==> src/iopw_regs.svh <==
`ifndef IOPW_REGS_SVH
`define IOPW_REGS_SVH

// register indices on the register port
`define IOPW_OFS_EP0_BC      5'h05
`define IOPW_OFS_EP2_IN_BC   5'h07
`define IOPW_OFS_EP_FLAGS    5'h0B
`define IOPW_OFS_EP_ENABLES  5'h0C
`define IOPW_OFS_BUS_CTL     5'h0F
`define IOPW_OFS_CPU_CTL     5'h10
`define IOPW_OFS_PIN_CTL     5'h11
`define IOPW_OFS_PINS        5'h14

// general_pin_levels fields
`define IOPW_PINS_OUT_LSB    0
`define IOPW_PINS_IN_LSB     4

// pin_function_control fields
`define IOPW_PCTL_SEL_LO     0
`define IOPW_PCTL_SEL_HI     1
`define IOPW_PCTL_RISING     2
`define IOPW_PCTL_LEVEL      3

// bus_control fields
`define IOPW_BCTL_RESUME     2
`define IOPW_BCTL_CONNECT    3
`define IOPW_BCTL_PWRDN      4
`define IOPW_BCTL_CHIPRST    5
`define IOPW_BCTL_VBGATE     6
`define IOPW_BCTL_HOSTWAKE   7

// processor_interrupt_control fields
`define IOPW_CCTL_MASTER     0

// endpoint enable and flag fields
`define IOPW_EP_ZERO_IN      0
`define IOPW_EP_TWO_IN       3

// reset values
`define IOPW_RST_GOUT        4'h0
`define IOPW_RST_FLAG        1'b1
`define IOPW_RST_ZERO        1'b0

// timing: half of a 1 ms frame at sys_clk rate
`define IOPW_CLK_MHZ         20
`define IOPW_SOF_HALF_US     500
`define IOPW_SOF_HALF_CYC    (`IOPW_SOF_HALF_US * `IOPW_CLK_MHZ)

`endif

==> src/iopw_pkg.sv <==
package iopw_pkg;

    typedef logic [7:0] iopw_byte_t;
    typedef logic [4:0] iopw_addr_t;
    typedef logic [6:0] iopw_count_t;

    // multipurpose pin source, high select bit first
    typedef enum logic [1:0]
    {
        IOPW_MUX_OPERATE = 2'h0,
        IOPW_MUX_VBUS    = 2'h1,
        IOPW_MUX_ACTIVE  = 2'h2,
        IOPW_MUX_SOF     = 2'h3
    } iopw_mux_t;

    // sof square wave generator
    typedef enum
    {
        IOPW_SOF_LOW,
        IOPW_SOF_HIGH
    } iopw_sof_state_t;

endpackage : iopw_pkg

==> src/iopw_top.sv <==
`timescale 1ns/100ps
`include "iopw_regs.svh"

module iopw_top
#(
    parameter int SOF_HIGH_CYCLES = `IOPW_SOF_HALF_CYC
)
(
    // clock and power-on reset
    input  wire logic                 sys_clk,
    input  wire logic                 srst,
    // register port
    input  wire iopw_pkg::iopw_addr_t reg_addr,
    input  wire logic                 reg_wr,
    input  wire logic                 reg_rd,
    input  wire iopw_pkg::iopw_byte_t reg_wdata,
    output iopw_pkg::iopw_byte_t      reg_rdata,
    // pins
    input  wire logic [3:0]           general_input,
    input  wire logic                 vbus_detect_pin,
    input  wire logic                 positive_data_line,
    output logic [3:0]                general_output,
    output logic                      multipurpose_pin,
    output logic                      int_pin_out,
    output logic                      int_pin_oe_n,
    // bus engine side
    input  wire logic                 usb_bus_reset,
    input  wire logic                 sof_pulse,
    input  wire logic                 bus_activity,
    input  wire logic                 ep_zero_in_acked,
    input  wire logic                 ep_two_in_acked,
    input  wire logic                 other_irq_pending,
    output logic                      oscillator_enable,
    output logic                      bus_connect,
    output logic                      ep_two_in_armed,
    output iopw_pkg::iopw_count_t     ep_two_in_count
);

    import iopw_pkg::*;

    localparam int SOF_W = $clog2(SOF_HIGH_CYCLES + 1);

    ////////////////////////////////////////////////////////////////////////////
    // input synchronisers

    logic [3:0] gin_s;
    logic       vbus_s;
    logic       dline_s;

    iopw_sync #(.W(6)) u_sync
    (
        .sys_clk (sys_clk),
        .srst    (srst),
        .d       ({general_input, vbus_detect_pin, positive_data_line}),
        .q       ({gin_s, vbus_s, dline_s})
    );

    ////////////////////////////////////////////////////////////////////////////
    // decode

    function automatic logic hit(input iopw_addr_t a, input iopw_addr_t ofs);
        hit = (a == ofs);
    endfunction : hit

    logic wr_pins;
    logic wr_pctl;
    logic wr_bctl;
    logic wr_cctl;
    logic wr_epen;
    logic wr_epfl;
    logic wr_bc0;
    logic wr_bc2;

    assign wr_pins = reg_wr & hit(reg_addr, `IOPW_OFS_PINS);
    assign wr_pctl = reg_wr & hit(reg_addr, `IOPW_OFS_PIN_CTL);
    assign wr_bctl = reg_wr & hit(reg_addr, `IOPW_OFS_BUS_CTL);
    assign wr_cctl = reg_wr & hit(reg_addr, `IOPW_OFS_CPU_CTL);
    assign wr_epen = reg_wr & hit(reg_addr, `IOPW_OFS_EP_ENABLES);
    assign wr_epfl = reg_wr & hit(reg_addr, `IOPW_OFS_EP_FLAGS);
    assign wr_bc0  = reg_wr & hit(reg_addr, `IOPW_OFS_EP0_BC);
    assign wr_bc2  = reg_wr & hit(reg_addr, `IOPW_OFS_EP2_IN_BC);

    ////////////////////////////////////////////////////////////////////////////
    // control registers

    logic [3:0] gout_r;
    logic       sel_lo_r;
    logic       sel_hi_r;
    logic       int_rising_r;
    logic       int_level_r;
    logic       host_wake_enable_r;
    logic       vbgate_r;
    logic       chip_reset_r;
    logic       power_down_r;
    logic       connect_r;
    logic       resume_r;
    logic       master_en_r;
    logic       ep_zero_en_r;
    logic       ep_two_en_r;
    logic       any_reset;

    // chip reset is held for as long as software leaves its bit set
    assign any_reset = chip_reset_r | usb_bus_reset;

    always_ff @(posedge sys_clk)
    begin
        if (srst)
            gout_r <= `IOPW_RST_GOUT;
        else if (wr_pins)
            gout_r <= reg_wdata[`IOPW_PINS_OUT_LSB +: 4];
    end

    always_ff @(posedge sys_clk)
    begin
        if (srst)
        begin
            sel_lo_r     <= `IOPW_RST_ZERO;
            sel_hi_r     <= `IOPW_RST_ZERO;
            int_rising_r <= `IOPW_RST_ZERO;
            int_level_r  <= `IOPW_RST_ZERO;
        end
        else if (wr_pctl)
        begin
            sel_lo_r     <= reg_wdata[`IOPW_PCTL_SEL_LO];
            sel_hi_r     <= reg_wdata[`IOPW_PCTL_SEL_HI];
            int_rising_r <= reg_wdata[`IOPW_PCTL_RISING];
            int_level_r  <= reg_wdata[`IOPW_PCTL_LEVEL];
        end
    end

    always_ff @(posedge sys_clk)
    begin
        if (srst)
            host_wake_enable_r <= `IOPW_RST_ZERO;
        else if (wr_bctl)
            host_wake_enable_r <= reg_wdata[`IOPW_BCTL_HOSTWAKE];
    end

    // the chip reset bit itself must survive its own reset
    always_ff @(posedge sys_clk)
    begin
        if (srst)
        begin
            chip_reset_r <= `IOPW_RST_ZERO;
            vbgate_r     <= `IOPW_RST_ZERO;
            connect_r    <= `IOPW_RST_ZERO;
        end
        else if (wr_bctl)
        begin
            chip_reset_r <= reg_wdata[`IOPW_BCTL_CHIPRST];
            vbgate_r     <= reg_wdata[`IOPW_BCTL_VBGATE];
            connect_r    <= reg_wdata[`IOPW_BCTL_CONNECT];
        end
    end

    always_ff @(posedge sys_clk)
    begin
        if (srst || chip_reset_r)
        begin
            power_down_r <= `IOPW_RST_ZERO;
            resume_r     <= `IOPW_RST_ZERO;
        end
        else if (wr_bctl)
        begin
            power_down_r <= reg_wdata[`IOPW_BCTL_PWRDN];
            resume_r     <= reg_wdata[`IOPW_BCTL_RESUME];
        end
    end

    // interrupt enable, not touched by bus reset
    always_ff @(posedge sys_clk)
    begin
        if (srst || chip_reset_r)
            master_en_r <= `IOPW_RST_ZERO;
        else if (wr_cctl)
            master_en_r <= reg_wdata[`IOPW_CCTL_MASTER];
    end

    always_ff @(posedge sys_clk)
    begin
        if (srst || any_reset)
        begin
            ep_zero_en_r <= `IOPW_RST_ZERO;
            ep_two_en_r  <= `IOPW_RST_ZERO;
        end
        else if (wr_epen)
        begin
            ep_zero_en_r <= reg_wdata[`IOPW_EP_ZERO_IN];
            ep_two_en_r  <= reg_wdata[`IOPW_EP_TWO_IN];
        end
    end

    ////////////////////////////////////////////////////////////////////////////
    // endpoint 0 IN

    logic        ep_zero_flag_r;
    iopw_count_t ep_zero_bc_r;

    // set by acked IN, wins over clear
    // write-one or byte count write clears
    always_ff @(posedge sys_clk)
    begin
        if (srst || any_reset)
            ep_zero_flag_r <= `IOPW_RST_FLAG;
        else if (ep_zero_in_acked)
            ep_zero_flag_r <= 1'b1;
        else if (wr_bc0 || (wr_epfl && reg_wdata[`IOPW_EP_ZERO_IN]))
            ep_zero_flag_r <= 1'b0;
    end

    always_ff @(posedge sys_clk)
    begin
        if (srst || any_reset)
            ep_zero_bc_r <= '0;
        else if (wr_bc0)
            ep_zero_bc_r <= reg_wdata[6:0];
    end

    ////////////////////////////////////////////////////////////////////////////
    // endpoint 2 IN, two buffers

    iopw_count_t ep2_bc_r [2];
    logic        ep2_full_r [2];
    logic        ep2_load_ptr_r;
    logic        ep2_send_ptr_r;
    logic        ep_two_flag_r;
    logic        ep2_dip_r;
    logic        ep2_ack_ok;
    logic        ep2_wr_ok;
    logic        ep2_free_after;

    // an ack with nothing armed, or a load with both armed, is dropped
    assign ep2_ack_ok     = ep_two_in_acked & ep2_full_r[ep2_send_ptr_r];
    assign ep2_wr_ok      = wr_bc2 & ~ep2_full_r[ep2_load_ptr_r];
    assign ep2_free_after = ~ep2_full_r[~ep2_load_ptr_r] | ep2_ack_ok;

    always_ff @(posedge sys_clk)
    begin
        if (srst || any_reset)
        begin
            ep2_full_r[0]  <= 1'b0;
            ep2_full_r[1]  <= 1'b0;
            ep2_bc_r[0]    <= '0;
            ep2_bc_r[1]    <= '0;
            ep2_load_ptr_r <= 1'b0;
            ep2_send_ptr_r <= 1'b0;
        end
        else
        begin
            if (ep2_wr_ok)
            begin
                ep2_full_r[ep2_load_ptr_r] <= 1'b1;
                ep2_bc_r[ep2_load_ptr_r]   <= reg_wdata[6:0];
                ep2_load_ptr_r             <= ~ep2_load_ptr_r;
            end
            if (ep2_ack_ok)
            begin
                ep2_full_r[ep2_send_ptr_r] <= 1'b0;
                ep2_send_ptr_r             <= ~ep2_send_ptr_r;
            end
        end
    end

    // dip lasts one cycle, then the flag returns if a buffer is still free
    always_ff @(posedge sys_clk)
    begin
        if (srst || any_reset)
            ep2_dip_r <= 1'b0;
        else
            ep2_dip_r <= ep2_wr_ok & ep2_free_after;
    end

    always_ff @(posedge sys_clk)
    begin
        if (srst || any_reset)
            ep_two_flag_r <= `IOPW_RST_FLAG;
        else if (ep2_ack_ok)
            ep_two_flag_r <= 1'b1;
        else if (wr_bc2)
            ep_two_flag_r <= 1'b0;
        else if (ep2_dip_r)
            ep_two_flag_r <= 1'b1;
    end

    always_ff @(posedge sys_clk)
    begin
        if (srst || any_reset)
        begin
            ep_two_in_armed <= 1'b0;
            ep_two_in_count <= '0;
        end
        else
        begin
            ep_two_in_armed <= ep2_full_r[ep2_send_ptr_r];
            ep_two_in_count <= ep2_bc_r[ep2_send_ptr_r];
        end
    end

    ////////////////////////////////////////////////////////////////////////////
    // oscillator wake

    logic wake_r;

    // D+ wake gated by host wake enable
    // third restart source, D+ low with oscillator off
    always_ff @(posedge sys_clk)
    begin
        if (srst || !power_down_r)
            wake_r <= 1'b0;
        else if (host_wake_enable_r && !oscillator_enable && !dline_s)
            wake_r <= 1'b1;
    end

    always_ff @(posedge sys_clk)
    begin
        if (srst)
            oscillator_enable <= 1'b1;
        else
            oscillator_enable <= ~power_down_r | resume_r | wake_r;
    end

    always_ff @(posedge sys_clk)
    begin
        if (srst)
            bus_connect <= 1'b0;
        else
            bus_connect <= connect_r;
    end

    ////////////////////////////////////////////////////////////////////////////
    // multipurpose pin

    iopw_sof_state_t  sof_state_r;
    logic [SOF_W-1:0] sof_cnt_r;
    logic             operate_r;
    iopw_mux_t        mux_sel;

    always_ff @(posedge sys_clk)
    begin
        if (srst)
            operate_r <= 1'b0;
        else
            operate_r <= 1'b1;
    end

    // rise on each frame start, fall after half a frame
    always_ff @(posedge sys_clk)
    begin
        if (srst)
        begin
            sof_state_r <= IOPW_SOF_LOW;
            sof_cnt_r   <= '0;
        end
        else
        begin
            case (sof_state_r)
                IOPW_SOF_LOW:
                begin
                    if (sof_pulse)
                    begin
                        sof_state_r <= IOPW_SOF_HIGH;
                        sof_cnt_r   <= SOF_W'(SOF_HIGH_CYCLES - 1);
                    end
                end
                IOPW_SOF_HIGH:
                begin
                    if (sof_pulse)
                        sof_cnt_r <= SOF_W'(SOF_HIGH_CYCLES - 1);
                    else if (sof_cnt_r == '0)
                        sof_state_r <= IOPW_SOF_LOW;
                    else
                        sof_cnt_r <= sof_cnt_r - 1'b1;
                end
                default:
                    sof_state_r <= IOPW_SOF_LOW;
            endcase
        end
    end

    assign mux_sel = iopw_mux_t'({sel_hi_r, sel_lo_r});

    always_ff @(posedge sys_clk)
    begin
        if (srst)
            multipurpose_pin <= 1'b0;
        else
        begin
            case (mux_sel)
                IOPW_MUX_OPERATE: multipurpose_pin <= operate_r;
                IOPW_MUX_VBUS:    multipurpose_pin <= vbus_s;
                IOPW_MUX_ACTIVE:  multipurpose_pin <= bus_activity;
                IOPW_MUX_SOF:     multipurpose_pin <= (sof_state_r == IOPW_SOF_HIGH);
                default:          multipurpose_pin <= 1'b0;
            endcase
        end
    end

    ////////////////////////////////////////////////////////////////////////////
    // interrupt pin, level of pending only; edge pulse shaping lives elsewhere

    logic pending;

    assign pending = (ep_zero_flag_r & ep_zero_en_r) | (ep_two_flag_r & ep_two_en_r)
                   | other_irq_pending;

    // inactive level while master enable is clear
    always_ff @(posedge sys_clk)
    begin
        if (srst)
        begin
            int_pin_out  <= 1'b0;
            int_pin_oe_n <= 1'b1;
        end
        else if (int_level_r)
        begin
            int_pin_out  <= 1'b0;
            int_pin_oe_n <= ~(master_en_r & pending);
        end
        else
        begin
            int_pin_out  <= (master_en_r & pending) ? int_rising_r : ~int_rising_r;
            int_pin_oe_n <= 1'b0;
        end
    end

    ////////////////////////////////////////////////////////////////////////////
    // outputs and read-back

    always_ff @(posedge sys_clk)
    begin
        if (srst)
            general_output <= `IOPW_RST_GOUT;
        else
            general_output <= gout_r;
    end

    always_ff @(posedge sys_clk)
    begin
        if (srst)
            reg_rdata <= '0;
        else if (reg_rd)
        begin
            case (reg_addr)
                `IOPW_OFS_PINS:       reg_rdata <= {gin_s, gout_r};
                `IOPW_OFS_PIN_CTL:    reg_rdata <= {4'h0, int_level_r, int_rising_r,
                                                    sel_hi_r, sel_lo_r};
                `IOPW_OFS_BUS_CTL:    reg_rdata <= {host_wake_enable_r, vbgate_r,
                                                    chip_reset_r, power_down_r,
                                                    connect_r, resume_r, 2'h0};
                `IOPW_OFS_CPU_CTL:    reg_rdata <= {7'h00, master_en_r};
                `IOPW_OFS_EP_ENABLES: reg_rdata <= {4'h0, ep_two_en_r, 2'h0, ep_zero_en_r};
                `IOPW_OFS_EP_FLAGS:   reg_rdata <= {4'h0, ep_two_flag_r, 2'h0, ep_zero_flag_r};
                `IOPW_OFS_EP0_BC:     reg_rdata <= {1'b0, ep_zero_bc_r};
                `IOPW_OFS_EP2_IN_BC:  reg_rdata <= {1'b0, ep2_bc_r[ep2_send_ptr_r]};
                default:              reg_rdata <= 8'h00;
            endcase
        end
    end

endmodule : iopw_top

==> src/iopw_sync.sv <==
`timescale 1ns/100ps

module iopw_sync
#(
    parameter int W = 1
)
(
    // clock and reset
    input  wire logic         sys_clk,
    input  wire logic         srst,
    // asynchronous in, synchronous out
    input  wire logic [W-1:0] d,
    output logic      [W-1:0] q
);

    logic [W-1:0] meta_r;
    // first stage feeds only the second stage
    always_ff @(posedge sys_clk)
    begin
        if (srst)
        begin
            meta_r <= '1;
            q      <= '1;
        end
        else
        begin
            meta_r <= d;
            q      <= meta_r;
        end
    end

endmodule : iopw_sync

==> config.mk <==
export PLATFORM = sky130hd
export DESIGN_NAME = iopw_top
export DESIGN_NICKNAME = d
export VERILOG_FILES = /design/src/iopw_pkg.sv /design/src/iopw_top.sv /design/src/iopw_sync.sv
export VERILOG_INCLUDE_DIRS = /design/src
export SDC_FILE = /design/constraint.sdc
export NUM_CORES = 1
export LEC_CHECK = 0
export CORE_UTILIZATION = 45
export CTS_CLUSTER_SIZE = 8
export DETAILED_ROUTE_END_ITERATION = 10
export DONT_BUFFER_PORTS = 1
export PLACE_DENSITY_LB_ADDON = 0.3
export SLEW_MARGIN = 20
export SYNTH_ARGS = -nofsm -noshare
export SYNTH_HDL_FRONTEND = slang
export SYNTH_SLANG_ARGS = --single-unit
==> constraint.sdc <==
create_clock -name sys_clk -period 3.8 [get_ports sys_clk]
set_input_delay 0.19 -clock sys_clk [delete_from_list [all_inputs] [get_ports sys_clk]]
set_output_delay 0.19 -clock sys_clk [all_outputs]
set_load 0.01 [all_outputs]
### Word level (Yosys, flattened, before mapping)

Memory sizes are Yosys's and may differ from the RTL's. A register that Yosys moved wholly into a read port is not among the register bits.
Cells that the tools add are included.

* reductions and logical operators: 23
* add/subtract/negate cells: 1
* mux-type cells: 38
* bitwise operators: 27
* equality and inequality tests: 17

Operators by type and width (count)
* 32-bit 2-to-1 mux: 3
* 32-bit case mux with 2 select lines: 1
* 8-bit case mux with 8 select lines: 1
* 14-bit 2-to-1 mux: 3
* 32-bit by 1-bit == test with 1-bit output (second input constant): 1
* 32-bit by 2-bit == test with 1-bit output (second input constant): 1
* 32-bit logical NOT: 1
* 14-bit case mux with 2 select lines: 1
* 1-bit 2-to-1 mux: 27
* 5-bit by 4-bit == test with 1-bit output (second input constant): 3
* 5-bit == test (second input constant): 3
* 1-bit bitwise AND: 14
* 14-bit logical NOT: 1
* 14-bit by 1-bit subtractor with 14-bit output (second input constant): 1
* 5-bit by 3-bit == test with 1-bit output (second input constant): 2
* 7-bit 2-to-1 mux: 1
* 1-bit NOT: 7
* 7-bit OR reduction: 1
* 2-bit != test (second input constant): 3
* 1-bit bitwise OR: 6
* 3-bit AND reduction: 2
* 2-bit OR reduction: 3
* 2-bit == test (second input constant): 2
* 1-bit logical OR: 4
* other kinds (8): 14

* output and inout port bits: 25
* memory bits (writable): 16
* register bits: 114
* memories: 2

Memories
* ep2_bc_r: words 2, bits a word 7, read ports 1, clocked after Yosys merged registers in 1, write ports 2, RTL line iopw_top.sv:222 `iopw_count_t ep2_bc_r [2];`
* ep2_full_r: words 2, bits a word 1, read ports 3, clocked after Yosys merged registers in 2, write ports 2, RTL line iopw_top.sv:223 `logic ep2_full_r [2];`

### Logic depth before layout (Yosys ltp)

Gate-level depths: netlist of run 1.

* word-level depth: 8
* depth in mapped cells: 7
* depth with buffers taken out: 6

### Hierarchy

Synthesis of run 1 repeated with hierarchy kept, for this count alone.

* cell total of the unflattened synthesis: 427
* area total of the unflattened synthesis: 4175.3 sq um

By module, submodules not included
* iopw_top: cells each 402, times used 1, area an instance 3854.9 sq um
* iopw_sync: cells each 25, times used 1, area an instance 320.3 sq um

### Worst setup path after synthesis of run 1

No wires, ideal clock.

* path kind: reg-to-reg
* from: register with a tool-made name
* to: memory ep2_bc_r[0][0] (netlist name) (enable)
* stages on the path, launching flop included: 5
* required time: 3432 ps
* setup time: 368 ps
* slack: 1894 ps
* clock period less this slack: 1906 ps
* arrival time: 1538 ps
* path through: dfxtp_1 -> mux2_1 -> or4_1 -> buf_4 -> o21ai_1

RTL lines (RTL line)
* end, declared: iopw_top.sv:222

==> results of run 1 <==
==> path summary, 6_finish.rpt <==
kind                    start              to  cells after the start
min reg2reg  u_sync.meta_r[2]     u_sync.q[2]                      1
min              reg_wdata[3]  ep2_bc_r[1][3]                      1
max                 flip-flop  ep2_bc_r[0][4]                      3
max reg2reg         flip-flop  ep2_bc_r[0][4]                      3
==> power by group through the flow <==
stage	registers (mW)	logic [mW]	clock network, mW
finish	1.13	0.143	0.674
CTS	1.14	0.142	0.694
global placement	1.16	0.110	0
detailed placement	1.16	0.112	0
global route	1.14	0.156	0.740
floorplan	1.15	0.114	0
==> layout make-up <==
type / instances / area, µm² / share of cell area, %
Clock buffer: 9 / 124 / 2.58
Clock inverter: 7 / 76.3 / 1.59
Inverter: 11 / 41.3 / 0.859
Multi-Input combinational cell: 299 / 2040 / 42.5
Sequential cell: 101 / 2160 / 45.0
Tap cell: 129 / 161 / 3.36
Timing Repair Buffer: 19 / 200 / 4.16
==> sequential cells by signal, indices dropped and copies added, names as in the netlist, 2 cells and up, named ones only <==
name             flops
ep2_bc_r            14
sof_cnt_r           14
reg_rdata            8
ep_two_in_count      7
ep_zero_bc_r         7
u_sync.meta_r        6
u_sync.q             6
general_output       4
gout_r               4
ep2_full_r           2
==> stage by stage <==
step | hold WS, ns | power [mW]
3_5_place_dp | 0.265 | 1.27
3_3_place_gp | 0.264 | 1.27
5_1_grt | 0.00252 | 2.04
6_report | 0.0204 | 1.95
2_1_floorplan | 0.294 | 1.26
4_1_cts | 0.00136 | 1.97
==> logic make-up (layout without fill, tap and decap cells) <==
family | count (synthesis) | after routing | share of synthesized area (%)
and+or+nand+nor | 207 | 207 | 28.7
AOI/OAI and AO/OA | 60 | 60 | 10.5
xor gates and xnor gates | 3 | 3 | 0.603
muxes | 28 | 28 | 6.81
DFF | 101 | 101 | 49.6
buffers and inverters | 35 | 46 | 3.48
adders and majority gates | 1 | 1 | 0.287
==> layout by cell type, fill, tap and decap left out, types with 14 or more instances in the layout <==
cell type       n
dfxtp_1        87
mux2i_1        24
edfxtp_1       14
nand2_1        31
a21oi_1        20
and2_1         15
nor3_1         18
nand3_1        26
dlygate4sd3_1  18
nor2_1         39
==> layer usage <==
layer	up-vias	part of all wire, %	global-route usage [%]
met5	-	0	0
met4	0	1.2	5.35
met3	11	6.7	5.50
met2	106	48	33.4
met1	1556	44	27.0
li1	1596	-	-
==> repair_timing <==
item,in CTS,in global routing
resized for setup,0,0
hold endpoints to repair,60,0
hold buffers,19,0
==> impl_metrics.tcl, run 1 <==
set metrics [dict create \
    outcome "finished, final reports clean" \
    swShare_pct 26.6 \
    coreArea_um2 9330 \
    yosysTopAreaCell "dfxtp_1" \
    vias_per_cell 5.69 \
    postRouteAntennaNets 0 \
    gp_congestion 0.889 \
    insertion_delay_ns 0.36 \
    fin_crit_ns 2.20 \
    power.density_nw_per_um2 406 \
    antennaDiodeCount 0 \
    cp-end-kind "flip-flop" \
    synth_cell_types 68 \
    track_usage_pct 20.5 \
    grt_antenna_before_repair 0 \
    fin_cells 575 \
    ios 54 \
    grt_overflow 0 \
    cts_sinks 101 \
    utilization_pct 51.5 \
    pre_cts_slack_ns 1.61 \
    fill_cells 859 \
    synth.most_common_cell "dfxtp_1" \
    yosys-top-cells-area "dfxtp_1 (40%), edfxtp_1 (9.7%), mux2i_1 (5.5%), nor2_1 (3.4%), nand3_1 (3.0%)" \
    syn-cell-area_um2 4360 \
    slew_headroom_pct 34.8 \
    grt_pass1_wl_mm 15.9 \
    dpl_cell_area_um2 4410 \
    power.leakage_nw 1.70 \
    period_share_pct 57.9 \
    clockBufferDepth 2 \
    htree_levels 3 \
    fp.dieArea_um2 10100 \
    power_frac_seq_pct 58.1 \
    yosysWarnings 0 \
    netSwitchingPower_mw 0.519 \
    ys_seq_area_share_pct 49.6 \
    syn_nets 465 \
    grt_pass1_vias 3112 \
    async_flop_share_pct 0 \
    cp_cell_sequence "mux2_1, or4_1, o21ai_1" \
    timing.final.ws_setup_ns 1.60 \
    crit_type "flip-flop to flip-flop" \
    cap_violations 0 \
    final.setup.tns_ns 0 \
    numPlacedInstances 540 \
    layout.nets 471 \
    synth_edf_count 14 \
    grt_max_degree 51 \
    syn-instance-count 435 \
    vias 3269 \
    finalSetupViolCount 0 \
    syn-mean-instance-area_um2 10.0 \
    hold_viol 0 \
    arrival_ns 2.20 \
    worst_pin_slew_ns 0.979 \
    io_buffers 0 \
    routedWlPerCell_um 17.2 \
    first_pass_iters 5 \
    fin_area_um2 4810 \
    intPower_mw 1.43 \
    cts-buffers-inserted 9 \
    slowest_stage "or4_1" \
    hold_path.class "input port to flip-flop" \
    grt_setup_unrepaired "no" \
    drc 0 \
    ys_ff_latch 101 \
    cts.clk_slew.worst_paths_ns 0.11 \
    synth_top_area_share_pct 40.0 \
    combPwrFrac_pct 7.3 \
    finClkSkew_ns 0.0119 \
    worst_setup_path_start_kind "flip-flop" \
    slew_viol_final 0 \
    hpwl_mm 6.85 \
    synth_ff_type "dfxtp_1" \
    postCtsSetupBuffers 0 \
    fmax_mhz 455 \
    die_h_um 100 \
    rows 35 \
    start_util_pct 46.7 \
    pwr-share-clk_pct 34.5 \
    cp_max_fo 8 \
    ys_top_cells_by_count "dfxtp_1 (87), nor2_1 (39), nand2_1 (31)" \
    die-width_um 100 \
    ir_worst_vdd_mv 0.250 \
    crit_buf_inv 0 \
    crit_family "simple AND/OR/NAND/NOR gates" \
    critical-path-max-stage-delay_ns 0.60 \
    r2r_slack_ns 1.60 \
    required_ns 3.80 \
    drive_gt1_share_pct 12.3 \
    cts_tree "done" \
    first_iter_violations 177 \
    synthToLayoutAreaGrowth_pct 10.4 \
    routed_wl_mm 9.91 \
    clock-root-buffer "clkbuf_8" \
]
Power figures use the tool's default switching activity.
==> run 2: changes to the inputs <==
--- a/config.mk
+++ b/config.mk
@@ -6,6 +6,7 @@
 export SDC_FILE = /design/constraint.sdc
 export NUM_CORES = 1
 export LEC_CHECK = 0
+export ABC_AREA = 1
 export CORE_UTILIZATION = 45
 export CTS_CLUSTER_SIZE = 8
 export DETAILED_ROUTE_END_ITERATION = 10
==> constraint.sdc (replaced) <==
create_clock -name sys_clk -period 2.3 [get_ports sys_clk]
set_input_delay 0.115 -clock sys_clk [delete_from_list [all_inputs] [get_ports sys_clk]]
set_output_delay 0.115 -clock sys_clk [all_outputs]
set_load 0.01 [all_outputs]
==> impl_metrics.tcl, run 2 <==
set metrics [dict create \
    syn-instance-count 547 \
    start_util_pct 46.4 \
    most-common-layout-cells "nand2_1 (106), dfxtp_1 (87), inv_1 (73), nor2_1 (70), a21oi_1 (42)" \
    hpwl_mm 6.91 \
    cts-buffers-inserted 9 \
    cts_sinks 101 \
    yosysTopAreaCell "dfxtp_1" \
    fin_area_um2 4820 \
    cap_violations 0 \
    layout.nets 599 \
    synth.most_common_cell "nand2_1" \
    syn-mean-instance-area_um2 7.80 \
    die_h_um 99.4 \
    final_common_cell "nand2_1" \
    finClkSkew_ns 0.0120 \
    post_cts_resized 0 \
    fin_crit_ns 1.86 \
    power.density_nw_per_um2 708 \
    grt_pass1_wl_mm 15.9 \
    whs_ns 0.00959 \
    finalSetupViolCount 0 \
    track_usage_pct 20.9 \
    grt_overflow 0 \
    crit_type "flip-flop to flip-flop" \
    power_mw 3.41 \
    worst_pin_slew_ns 0.505 \
    fp.dieArea_um2 9880 \
    hold_path.class "input port to flip-flop" \
    cts_tree "done" \
    ios 54 \
    top_regs "ep2_bc_r: 14 flops, sof_cnt_r: 14 flops, reg_rdata: 8 flops" \
    grt_antenna_before_repair 1 \
    postRouteAntennaNets 0 \
    grt_setup_unrepaired "no" \
    outcome "finished, final reports clean" \
    syn-cell-area_um2 4270 \
    power.leakage_nw 1.97 \
    synthToLayoutAreaGrowth_pct 13.0 \
    ys_ff_latch 101 \
    rows 35 \
    ys_top_cells_by_count "nand2_1 (106), dfxtp_1 (87), inv_1 (73)" \
    drc 0 \
    slew_viol_final 0 \
    ir_worst_vdd_mv 0.376 \
    arrival_ns 1.92 \
    ys_seq_area_share_pct 50.6 \
    slew_headroom_pct 66.3 \
    final.setup.tns_ns 0 \
    cts.clk_slew.worst_paths_ns 0.09 \
    routedWlPerCell_um 14.1 \
    grt_max_degree 40 \
    vias 3519 \
    grt_pass1_vias 3268 \
    yosysWarnings 0 \
    htree_levels 3 \
    gp_congestion 0.866 \
    cp_max_fo 9 \
    fmax_mhz 536 \
    synth_cell_types 39 \
    coreArea_um2 9200 \
    worst_setup_path_start_kind "flip-flop" \
    synth_edf_count 14 \
    clock-root-buffer "clkbuf_8" \
    async_flop_share_pct 0 \
    hold_viol 0 \
    first_pass_iters 5 \
    insertion_delay_ns 0.38 \
    yosys-top-cells-area "dfxtp_1 (41%), edfxtp_1 (9.8%), nand2_1 (9.3%), inv_1 (6.4%), nor2_1 (6.2%)" \
    die-width_um 99.4 \
    postCtsSetupBuffers 0 \
    vias_per_cell 5.13 \
    required_ns 2.35 \
    drive_gt1_share_pct 9.23 \
    first_iter_violations 269 \
    routed_wl_mm 9.70 \
    period_share_pct 81.1 \
    synth_top_area_share_pct 40.8 \
    dpl_cell_area_um2 4340 \
    synth_ff_type "dfxtp_1" \
    clockBufferDepth 2 \
    io_buffers 0 \
    holdBufCountCts 24 \
    syn_nets 577 \
    cp-end-kind "flip-flop" \
]
run 2: cell types whose count changed after synthesis, moves of 6 or more:
cell      delta
mux2i_1     -24
and2_1      -15
nor2b_1      -6
nand3_1     +11
nand3b_1     -6
or3_1        -6
nor2_1      +31
nand2_1     +75
o21ai_0     +36
a21oi_1     +22
inv_1       +64
nor3_1      -15
run 2: routing by layer:
metal  part of all wire (%)  GRT usage [%]  vias up
met4                    1.8           8.94        0
met3                    6.7           4.15       12
met2                     44           32.6       99
met1                     47           28.4     1613
li1                       -              -     1795
met5                      0              0        -
run 2: worst max-delay path, stage by stage, from the launching register on:
cell	delay, ns
dfxtp_1	0.33
nor2_1	0.13
inv_1	0.09
nor2_2	0.34
nand4_2	0.31
nand2_1	0.34
run 2: power breakdown:
group	switching, mW	internal (mW)	leakage (nW)
sequential	0.0336	1.84	0.865
combinational	0.177	0.101	0.991
clock	0.609	0.659	0.117
run 2: final timing paths:
kind / startpoint / end / slack (ns) / cells past startpoint
worst max-delay path: chip_reset_r / ep2_bc_r[1][0] / 0.44 / 5
worst min-delay path: srst / sof_cnt_r[6] / 0.01 / 2
worst max register to register: chip_reset_r / ep2_bc_r[1][0] / 0.44 / 5
worst min register to register: u_sync.meta_r[1] / u_sync.q[1] / 0.42 / 1
run 2: cell families (layout without fill, tap and decap cells):
logic type / after synthesis / in the layout / synth area share, %
other cells: 0 / 1 / 0
compound gates: 93 / 93 / 11.8
buf+inv: 90 / 117 / 8.38
simple gates: 259 / 259 / 28.3
fa+ha+maj: 1 / 1 / 0.293
xor+xnor: 3 / 3 / 0.616
flops: 101 / 101 / 50.6
run 2: layout make-up:
class | instances | area (µm²)
clock inverters | 5 | 82.6
clock buffers | 11 | 145
fillers | 882 | 4370
well taps | 111 | 139
multi-input cells | 356 | 1750
diodes | 1 | 2.50
repair buffers | 25 | 258
inverters | 76 | 285
flip-flops and latches | 101 | 2160
run 2: metrics by stage:
stage	util [%]	worst slack (ns)	instances
6_report	52.4	0.435	686
5_1_grt	52.4	0.277	686
4_1_cts	52.4	0.449	685
3_5_place_dp	47.2	0.468	645
3_3_place_gp	47.2	0.591	645
2_1_floorplan	-	0.793	547
